File: config.mk
export PLATFORM = sky130hd
export DESIGN_NAME = lcdcd_top
export DESIGN_NICKNAME = d
export VERILOG_FILES = /design/src/rtl/lcdcd_top.v /design/src/rtl/lcdcd_col_addr.v
export VERILOG_INCLUDE_DIRS = /design/src /design/src/rtl
export SDC_FILE = /design/constraint.sdc
export NUM_CORES = 1
export LEC_CHECK = 0
export BUFFER_PORTS_ARGS = -buffer_cell sky130_fd_sc_hd__buf_2
export CORE_MARGIN = 2
export CORE_UTILIZATION = 49
export CTS_BUF_LIST = sky130_fd_sc_hd__clkbuf_4
export DETAILED_ROUTE_END_ITERATION = 8
export PLACE_DENSITY = 0.76
export SYNTH_ARGS = -nofsm -noshare
export SYNTH_HDL_FRONTEND = slang
export SYNTH_SLANG_ARGS = --single-unit
File: constraint.sdc
create_clock -name clk_i -period 2.06 [get_ports clk_i]
set_clock_uncertainty 0.1 [all_clocks]
set_input_delay 0.412 -clock clk_i [delete_from_list [all_inputs] [get_ports clk_i]]
set_output_delay 0.412 -clock clk_i [all_outputs]
set_load 0.01 [all_outputs]
File: src/rtl/lcdcd_consts.vh
// Command codes, field positions and reset values of the LCD command decoder
`ifndef LCDCD_CONSTS_VH
`define LCDCD_CONSTS_VH
`define LCDCD_CMD_RMW_ENTER 8'hE0
`define LCDCD_CMD_RMW_END 8'hEE
`define LCDCD_CMD_SW_RESET 8'hE2
`define LCDCD_CMD_VOL_MODE 8'h81
`define LCDCD_CMD_BLINK_MODE 8'hA5
`define LCDCD_CMD_DISP_OFF 8'hAE
`define LCDCD_CMD_DISP_ON 8'hAF
`define LCDCD_NIB_COM_DIR 4'hC
`define LCDCD_PAT_POWER 5'h05
`define LCDCD_PAT_RATIO 5'h04
`define LCDCD_PAT_IND 7'h56
`define LCDCD_COM_DIR_BIT 3
`define LCDCD_VOL_W 6
`define LCDCD_VOL_RST 6'h20
`define LCDCD_RATIO_RST 3'h0
`define LCDCD_IND_RST 2'h0
`define LCDCD_ST_IDLE 2'h0
`define LCDCD_ST_VOL 2'h1
`define LCDCD_ST_IND 2'h2
`define LCDCD_ST_BLINK 2'h3
`endif

File: src/rtl/lcdcd_top.v
// Command decoder for a dot matrix LCD driver
`include "lcdcd_consts.vh"
`default_nettype none
module lcdcd_top (
	// Clock and reset
	input wire clk_i,
	input wire resetn_i,
	// Host write and read strobes, select and data
	input wire wr_stb_i,
	input wire rd_stb_i,
	input wire cmd_data_select_i,
	input wire [7:0] data_i,
	// Display data path
	output reg ram_wr_o,
	output reg [7:0] ram_wdata_o,
	output wire [7:0] col_addr_o,
	// Settings
	output reg [5:0] start_line_o,
	output reg [3:0] page_addr_o,
	output reg com_reverse_o,
	output reg [2:0] power_en_o,
	output reg [2:0] resistor_ratio_o,
	output reg [5:0] volume_o,
	output reg [1:0] static_indicator_o,
	output reg [7:0] page_blink_o,
	output reg display_on_o,
	output reg rmw_active_o,
	output reg test_mode_o,
	output wire [1:0] wait_state_o
);
	// =====================================================
	// Internal state
	reg [1:0] state_q;
	reg [1:0] state_d;
	reg [2:0] power_set_q;
	reg reset_pend_q;
	wire cmd_wr;
	wire data_wr;
	wire data_rd;
	wire idle_cmd;
	wire ind_on_cmd;
	wire ind_off_cmd;
	wire rmw_enter;
	wire rmw_end;

	// =====================================================
	// Decode helpers
	// Static indicator command, either form
	function is_ind_cmd;
		input [7:0] b;
		begin
			is_ind_cmd = (b[7:1] == `LCDCD_PAT_IND);
		end
	endfunction

	// Five-bit opcode field match
	function is_op5;
		input [7:0] b;
		input [4:0] op;
		begin
			is_op5 = (b[7:3] == op);
		end
	endfunction

	// =====================================================
	// Strobe qualification
	assign cmd_wr = wr_stb_i && !cmd_data_select_i;
	assign data_wr = wr_stb_i && cmd_data_select_i;
	assign data_rd = rd_stb_i && cmd_data_select_i;
	assign idle_cmd = cmd_wr && (state_q == `LCDCD_ST_IDLE);
	assign ind_on_cmd = is_ind_cmd(data_i) && data_i[0];
	assign ind_off_cmd = is_ind_cmd(data_i) && !data_i[0];
	assign rmw_enter = idle_cmd && data_i == `LCDCD_CMD_RMW_ENTER && !rmw_active_o;
	assign rmw_end = idle_cmd && data_i == `LCDCD_CMD_RMW_END && rmw_active_o;
	assign wait_state_o = state_q;

	// =====================================================
	// Double-byte command sequencer
	always @* begin
		state_d = state_q;
		case (state_q)
			`LCDCD_ST_IDLE: begin
				if (cmd_wr && data_i == `LCDCD_CMD_VOL_MODE)
					state_d = `LCDCD_ST_VOL;
				else if (cmd_wr && ind_on_cmd)
					state_d = `LCDCD_ST_IND;
				else if (cmd_wr && data_i == `LCDCD_CMD_BLINK_MODE)
					state_d = `LCDCD_ST_BLINK;
			end
			default: begin
				// Any command write is the awaited second byte
				if (cmd_wr)
					state_d = `LCDCD_ST_IDLE;
			end
		endcase
	end

	always @(posedge clk_i or negedge resetn_i) begin
		if (!resetn_i)
			state_q <= `LCDCD_ST_IDLE;
		else
			state_q <= state_d;
	end

	// =====================================================
	// Display data path
	always @(posedge clk_i or negedge resetn_i) begin
		if (!resetn_i) begin
			ram_wr_o <= 1'b0;
			ram_wdata_o <= 8'h00;
		end else begin
			ram_wr_o <= data_wr;
			if (data_wr)
				ram_wdata_o <= data_i;
		end
	end

	// =====================================================
	// Software reset, applied the cycle after acceptance
	always @(posedge clk_i or negedge resetn_i) begin
		if (!resetn_i)
			reset_pend_q <= 1'b0;
		else
			reset_pend_q <= idle_cmd && data_i == `LCDCD_CMD_SW_RESET;
	end

	always @(posedge clk_i or negedge resetn_i) begin
		if (!resetn_i) begin
			start_line_o <= 6'h00;
			page_addr_o <= 4'h0;
			test_mode_o <= 1'b0;
		end else if (reset_pend_q) begin
			start_line_o <= 6'h00;
			page_addr_o <= 4'h0;
			test_mode_o <= 1'b0;
		end
	end

	// =====================================================
	// Single-byte settings; a command in the reset cycle wins
	always @(posedge clk_i or negedge resetn_i) begin
		if (!resetn_i)
			com_reverse_o <= 1'b0;
		else if (idle_cmd && data_i[7:4] == `LCDCD_NIB_COM_DIR)
			com_reverse_o <= data_i[`LCDCD_COM_DIR_BIT];
		else if (reset_pend_q)
			com_reverse_o <= 1'b0;
	end

	always @(posedge clk_i or negedge resetn_i) begin
		if (!resetn_i)
			power_set_q <= 3'h0;
		else if (idle_cmd && is_op5(data_i, `LCDCD_PAT_POWER))
			power_set_q <= data_i[2:0];
	end

	always @(posedge clk_i or negedge resetn_i) begin
		if (!resetn_i)
			resistor_ratio_o <= `LCDCD_RATIO_RST;
		else if (idle_cmd && is_op5(data_i, `LCDCD_PAT_RATIO))
			resistor_ratio_o <= data_i[2:0];
		else if (reset_pend_q)
			resistor_ratio_o <= `LCDCD_RATIO_RST;
	end

	always @(posedge clk_i or negedge resetn_i) begin
		if (!resetn_i)
			display_on_o <= 1'b0;
		else if (idle_cmd && data_i == `LCDCD_CMD_DISP_OFF)
			display_on_o <= 1'b0;
		else if (idle_cmd && data_i == `LCDCD_CMD_DISP_ON)
			display_on_o <= 1'b1;
	end

	always @(posedge clk_i or negedge resetn_i) begin
		if (!resetn_i)
			rmw_active_o <= 1'b0;
		else if (idle_cmd && data_i == `LCDCD_CMD_RMW_ENTER)
			rmw_active_o <= 1'b1;
		else if (idle_cmd && data_i == `LCDCD_CMD_RMW_END)
			rmw_active_o <= 1'b0;
		else if (reset_pend_q)
			rmw_active_o <= 1'b0;
	end

	// =====================================================
	// Double-byte settings
	always @(posedge clk_i or negedge resetn_i) begin
		if (!resetn_i)
			volume_o <= `LCDCD_VOL_RST;
		else if (cmd_wr && state_q == `LCDCD_ST_VOL)
			volume_o <= data_i[5:0];
		else if (reset_pend_q)
			volume_o <= `LCDCD_VOL_RST;
	end

	always @(posedge clk_i or negedge resetn_i) begin
		if (!resetn_i)
			static_indicator_o <= `LCDCD_IND_RST;
		else if (cmd_wr && state_q == `LCDCD_ST_IND)
			static_indicator_o <= data_i[1:0];
		else if (idle_cmd && ind_off_cmd)
			static_indicator_o <= `LCDCD_IND_RST;
		else if (reset_pend_q)
			static_indicator_o <= `LCDCD_IND_RST;
	end

	always @(posedge clk_i or negedge resetn_i) begin
		if (!resetn_i)
			page_blink_o <= 8'h00;
		else if (cmd_wr && state_q == `LCDCD_ST_BLINK)
			page_blink_o <= data_i;
	end

	// =====================================================
	// Power enables gated by display state
	always @* begin
		power_en_o = display_on_o ? power_set_q : 3'h0;
	end

	// =====================================================
	// Column address counter
	lcdcd_col_addr u_col (
		.clk_i(clk_i),
		.resetn_i(resetn_i),
		.clear_i(reset_pend_q),
		.rmw_enter_i(rmw_enter),
		.rmw_end_i(rmw_end),
		.rmw_active_i(rmw_active_o),
		.data_wr_i(data_wr),
		.data_rd_i(data_rd),
		.col_addr_o(col_addr_o)
	);
endmodule
`default_nettype wire

File: src/rtl/lcdcd_col_addr.v
// Column address counter with read/modify/write save and restore
`default_nettype none
module lcdcd_col_addr (
	// Clock and reset
	input wire clk_i,
	input wire resetn_i,
	// Control
	input wire clear_i,
	input wire rmw_enter_i,
	input wire rmw_end_i,
	input wire rmw_active_i,
	input wire data_wr_i,
	input wire data_rd_i,
	// State
	output reg [7:0] col_addr_o
);
	reg [7:0] saved_q;

	always @(posedge clk_i or negedge resetn_i) begin
		if (!resetn_i) begin
			col_addr_o <= 8'h00;
			saved_q <= 8'h00;
		end else if (clear_i) begin
			col_addr_o <= 8'h00;
		end else if (rmw_end_i) begin
			col_addr_o <= saved_q;
		end else begin
			if (rmw_enter_i)
				saved_q <= col_addr_o;
			if (data_wr_i || (data_rd_i && !rmw_active_i))
				col_addr_o <= col_addr_o + 8'h01;
		end
	end
endmodule
`default_nettype wire

==> impl_metrics.toml, run 1 <==
[logic_synthesis]
ys_types = 39
yosysWarnings = 0
avgSynthCellArea_um2 = 11.58
ys_ff_latch = 53
ys_seq_area_frac = 0.5234
netlist_area_mm2 = 0.002536
syn_inst = 219

[finish]
stdcell_count = 364
post-route-util = 0.6119
syn_to_final_growth_pct = 21.66
final_cell_mix = "buf_2 (56), dfrtp_1 (52), mux2_2 (26)"
final_common_cell = "buf_2"
diodes = 0
fin_nets = 307
drive_gt1_frac = 0.4218

[timing]
finalHoldViolations = 0
whs_ns = 0.2097
max_freq_ghz = 0.5093
rsz0062_at_grt = "no"
drv_slew = 0
post-route-min-period_ns = 1.963
finalSetupViolations = 0
fin_crit_sh = 0.9532
finalSetupTns_ns = 0

[setup_path]
crit_fanout = 6
path_delay_family = "simple AND/OR/NAND/NOR gates"
worst-path-buf-inv = 1
crit_type = "flip-flop to flip-flop"
r2r_cells = 5
crit_path_end_kind = "flip-flop"
worstReg2RegEnd = "u_col.col_addr_o[7]"
r2r_setup_slack_ns = 0.1
rr_startpoint = "wait_state_o[1]"
max_stage_delay_ns = 0.59
critical_path_arrival_ns = 2.14
critPathSlowestCell = "or4_4"
crit_path_start_kind = "flip-flop"
required_ns = 2.23
path_cells = "or3_4, or4_4, buf_4, nor2_1, a211oi_2"

[floorplanning]
die_area_mm2 = 0.005768
start_util = 0.5030
die-height_um = 75.95
core_area_mm2 = 0.005042
die_w_um = 75.95
rows = 26
pin_count = 68

[global_routing]
grt_use_total = 0.1935
grt_max_degree = 26
antenna_found_initial = 0
grt_pass1_vias = 1839
grt_overflow_total = 0
grt_pass1_wl_um = 8997

[placement]
port_buffers = 56
place_inst = 355
gp_congestion = 0.8138
dp_hpwl_um = 3890

[pwr]
leakagePower_nw = 1.563
ir_drop_v = 0.0006016
fin_total_pwr_w = 0.002390
pwr_density_cell_mw_per_mm2 = 774.5

[route]
post_drt_wl_per_cell_um = 14.40
drc_errors = 0
vias_per_cell = 5.146
dr.pass1.iters = 4
num_vias = 1873
drt_wl_total_um = 5243
dr.first_iter.drc_count = 75
ant_nets = 0

[cts]
cts_resized = 0
numCtsBuffers = 5
cts_sinks = 53
h-tree-depth = 2
root_buffer = "clkbuf_4"
clockBufferDepth = 2
path_clk_slew_ns = 0.15
clock_latency_ns = 0.38
cts_tree = "built"

[worst_hold_path]
whs_path_depth = 3
hp-class = "input port to flip-flop"
hold_start = "data_i[5]"
min_to = "volume_o[5]"

[job]
maxCapViolCount = 0

[outcome]
status = "completed"
[worst max path at each step]
stage	start	to	slack [ns]	cells past startpoint
global placement	data_i[4]	u_col.col_addr_o[7]	-0.01	6
detailed placement	data_i[4]	u_col.col_addr_o[5]	-0.06	6
CTS	wait_state_o[1]	u_col.col_addr_o[7]	0.09	5
global route	wait_state_o[1]	display_on_o	0.006	4
floorplan	wait_state_o[1]	u_col.col_addr_o[4]	0.02	6
finish	wait_state_o[1]	u_col.col_addr_o[7]	0.1	5
[per-stage QoR]
step | cell area (µm²) | worst slack [ns]
global route | 3085 | 0.006417
global placement | 2993 | -0.01280
floorplan | 2574 | 0.01918
detailed placement | 2993 | -0.05656
finish | 3085 | 0.09650
CTS | 3085 | 0.09444
[power by group]
part	internal (W)	switching, W
sequential	0.00116	0.000114
clock	0.000261	0.000339
combinational	0.000254	0.000258
total	0.00168	0.000711
[cells in the mapped netlist]
master | instances | share of area
nor3_1 | 1 | 0.0020
or2_2 | 1 | 0.0025
and3_1 | 4 | 0.0099
o21ai_0 | 13 | 0.026
inv_1 | 4 | 0.0059
ha_1 | 1 | 0.0049
dfstp_2 | 1 | 0.010
a32o_1 | 1 | 0.0039
nand2b_1 | 10 | 0.025
clkbuf_1 | 9 | 0.013
and2b_1 | 1 | 0.0030
o21a_1 | 1 | 0.0030
nand4b_1 | 1 | 0.0035
nand4_1 | 1 | 0.0025
a22o_1 | 1 | 0.0035
nor4_1 | 5 | 0.012
o41ai_1 | 2 | 0.0069
dfrtp_1 | 52 | 0.51
xor2_1 | 7 | 0.024
mux2i_1 | 3 | 0.012
nor2b_1 | 3 | 0.0074
nor3b_1 | 3 | 0.0089
or4_4 | 1 | 0.0044
and2_1 | 4 | 0.0099
buf_6 | 2 | 0.0089
nor2_1 | 10 | 0.015
nor4b_1 | 1 | 0.0035
mux2_2 | 26 | 0.12
nand3b_1 | 3 | 0.0089
a21oi_1 | 1 | 0.0020
nand2_1 | 17 | 0.025
or3b_2 | 1 | 0.0035
o2111ai_1 | 2 | 0.0069
o211ai_1 | 3 | 0.0089
buf_4 | 11 | 0.033
a211oi_2 | 8 | 0.039
conb_1 | 1 | 0.0015
and4_1 | 2 | 0.0069
or3_4 | 1 | 0.0044
[worst min-delay path, stage by stage]
cell	delay, ns
buf_2	0.15
nand2_1	0.06
o21ai_0	0.07
[layout make-up]
type | instances | area, µm²
fill | 406 | 1957
tap | 70 | 87.58
clock inverter | 3 | 45.04
inverter | 4 | 15.01
sequential | 53 | 1328
multi-input combinational | 150 | 1092
clock buffer | 5 | 37.54
timing repair buffer | 79 | 480.5
[per-layer routing]
layer | part of all wire | up-vias | routed length (µm) | global-route usage
li1 | - | 897 | - | -
met1 | 0.47 | 913 | 2453 | 0.2647
met2 | 0.47 | 54 | 2462 | 0.3080
met3 | 0.046 | 9 | 242 | 0.04524
met4 | 0.016 | 0 | 85 | 0.06182
met5 | 0 | - | 0 | 0
[state kept, by name, summed over array words and instances, names as in the netlist, 2 cells and up]
| register | count |
|---|---|
| wait_state_o | 2 |
| resistor_ratio_o | 3 |
| page_blink_o | 8 |
| u_col.saved_q | 8 |
| ram_wdata_o | 8 |
| volume_o | 6 |
| static_indicator_o | 2 |
| u_col.col_addr_o | 8 |
| power_set_q | 3 |
[repair_timing]
action,CTS,global route
endpoints found under the setup margin,0,0
setup buffers,0,0
hold endpoints to repair,11,0
hold buffers,1,0
[logic make-up after synthesis]
logic type	after synthesis	synth area share
other	1	0.001479
buffers and inverters	26	0.06068
multiplexers	29	0.1273
AND/OR/NAND/NOR	70	0.1579
AO/OA/AOI/OAI	32	0.1002
XOR/XNOR	7	0.02417
adder cells (fa/ha/maj)	1	0.004933
flip-flops	53	0.5234
No activity file was read; power rests on OpenSTA's default activity.
==> run 2, diff against run 1 <==
--- a/config.mk
+++ b/config.mk
@@ -8,10 +8,9 @@
 export LEC_CHECK = 0
 export BUFFER_PORTS_ARGS = -buffer_cell sky130_fd_sc_hd__buf_2
 export CORE_MARGIN = 2
-export CORE_UTILIZATION = 49
-export CTS_BUF_LIST = sky130_fd_sc_hd__clkbuf_4
+export CORE_UTILIZATION = 47
 export DETAILED_ROUTE_END_ITERATION = 8
-export PLACE_DENSITY = 0.76
+export PLACE_DENSITY = 0.73
 export SYNTH_ARGS = -nofsm -noshare
 export SYNTH_HDL_FRONTEND = slang
 export SYNTH_SLANG_ARGS = --single-unit
==> run 2 against run 1 <==
  * Die area rose by 4.0%
  * Global-route usage increased by 0.26 points
  * Combinational power about the same
  * Maximum frequency down 1.3%
  * Clock power shrank 3%
  * Register-to-register slack lost 0.03 ns
  * Non-clock buffer count stayed put
  * Critical path depth did not move
  * Setup slack worse by 0.026 ns
  * Cell count unchanged
  * Routed wire length is 6.7% higher
  * Via count grew 0.91%
  * Critical path type unchanged
  * Largest power group unchanged
==> impl_metrics.toml, run 2 (synthesis gave the netlist of run 1 again) <==
[outcome]
status = "completed"

[cts]
numCtsBuffers = 5
root_buffer = "clkbuf_8"
cts_setup_buffers = 0
cts_tree = "built"
clockBufferDepth = 2
h-tree-depth = 2
clock_latency_ns = 0.31
path_clk_slew_ns = 0.10
cts_sinks = 53

[timing]
rsz0062_at_grt = "no"
finalHoldViolations = 0
post-route-worst-setup-slack_ns = 0.07046
post-route-min-period_ns = 1.990
finalSetupViolations = 0
drv_slew = 0
fin_crit_sh = 0.9658
max_freq_ghz = 0.5026

[route]
post_drt_wl_per_cell_um = 15.37
vias_per_cell = 5.192
dr.pass1.iters = 4
drt_wl_total_um = 5593
drc_errors = 0
num_vias = 1890
dr.first_iter.drc_count = 84
ant_nets = 0

[finish]
drive_gt1_frac = 0.4252
fin_area_mm2 = 0.003093
final_common_cell = "buf_2"
stdcell_count = 364
fill_cells = 468
fin_nets = 307
post-route-util = 0.5980
syn_to_final_growth_pct = 21.95
final_cell_mix = "buf_2 (56), dfrtp_1 (52), mux2_2 (26)"
diodes = 0

[pwr]
ir_drop_v = 0.0003686
swShare = 0.3004
leakagePower_nw = 1.556
p_int_w = 0.001659
seqPwrFrac = 0.537
p_comb_frac = 0.217
pwr_density_cell_mw_per_mm2 = 766.8
pwr-share-clk = 0.246
p_switching_w = 0.0007124

[placement]
gp_congestion = 0.8127
place_area_mm2 = 0.002993
port_buffers = 56
dp_worst_setup_slack_ns = -0.07013
place_inst = 355
dp_hpwl_um = 3993

[setup_path]
crit_fanout = 11
critical_path_arrival_ns = 2.08
crit_type = "flip-flop to flip-flop"
crit_path_start_kind = "flip-flop"
crit_path_end_kind = "flip-flop"
required_ns = 2.15

[global_routing]
antenna_found_initial = 0
grt_overflow_total = 0
grt_pass1_vias = 1881
grt_use_total = 0.1960
grt_pass1_wl_um = 9225
grt_max_degree = 54

[floorplanning]
die_w_um = 77.46
core_area_mm2 = 0.005172
pin_count = 68
die-height_um = 77.46
die_area_mm2 = 0.006000
rows = 26
start_util = 0.4903

[job]
maxCapViolCount = 0

[worst_hold_path]
hp-class = "input port to flip-flop"
==> run 2: cell types whose count changed in the layout (fill, tap and decap cells not counted), sizes merged <==
cell and change:
bufinv -1, clkbuf +1, clkinv -1, clkinvlp +2, inv -1
==> run 2: worst max-delay path, cell delays in order (launching register included) <==
cell	delay, ns
dfrtp_1	0.42
or3_4	0.42
or4_4	0.59
buf_12	0.17
nor2_1	0.11
a211oi_2	0.06
==> run 2: routing by layer <==
| layer | GRT usage | vias up | wire length [µm] |
|---|---|---|---|
| li1 | - | 889 | - |
| met1 | 0.2626 | 943 | 2530 |
| met2 | 0.3148 | 54 | 2748 |
| met4 | 0.05893 | 0 | 49 |
| met5 | 0 | - | 0 |
| met3 | 0.05000 | 4 | 265 |
==> run 2: path summary, 6_finish.rpt <==
kind                                 start                   to  slack (ns)  depth (start not counted)
setup / recovery           wait_state_o[1]  u_col.col_addr_o[3]        0.07                          5
hold / removal                   data_i[3]         reset_pend_q        0.26                          2
setup reg to reg           wait_state_o[1]  u_col.col_addr_o[3]        0.07                          5
hold reg to reg             ram_wdata_o[2]       ram_wdata_o[2]        0.38                          2
min in group asynchronous         resetn_i      page_blink_o[2]        0.52                          3
max in group asynchronous         resetn_i          volume_o[5]        1.05                          3
==> run 2: layout make-up <==
class | instances | area (µm²) | area share
Multi-Input combinational cell | 150 | 1095 | 0.3540
Inverter | 4 | 15.01 | 0.004854
Sequential cell | 53 | 1328 | 0.4292
Clock buffer | 6 | 72.57 | 0.02346
Timing Repair Buffer | 79 | 480.5 | 0.1553
Tap cell | 70 | 87.58 | 0.02832
Clock inverter | 2 | 15.01 | 0.004854
==> run 2: timing repair <==
action | CTS | global route
endpoints found under the hold margin | 42 | 0
gates resized for setup | 0 | 1
hold buffers | 1 | 0
setup endpoints to repair | 0 | 1
==> run 2: power groups by stage <==
| stage | sequential (W) | clock, W | combinational (W) |
|---|---|---|---|
| 2_1_floorplan | 0.00133 | 0 | 0.000262 |
| 3_3_place_gp | 0.00129 | 0 | 0.000503 |
| 3_5_place_dp | 0.00129 | 0 | 0.000522 |
| 4_1_cts | 0.00127 | 0.000600 | 0.000524 |
| 5_1_grt | 0.00130 | 0.000644 | 0.000571 |
| 6_report | 0.00127 | 0.000583 | 0.000515 |
==> run 2: through the flow <==
step | hold slack (ns) | setup TNS, ns | power, W
global route | 0.2701 | 0 | 0.002510
global placement | 0.3288 | -0.2004 | 0.001793
CTS | 0.2428 | 0 | 0.002399
finish | 0.2555 | 0 | 0.002372
floorplan | 0.01641 | 0 | 0.001592
detailed placement | 0.3266 | -0.3647 | 0.001815
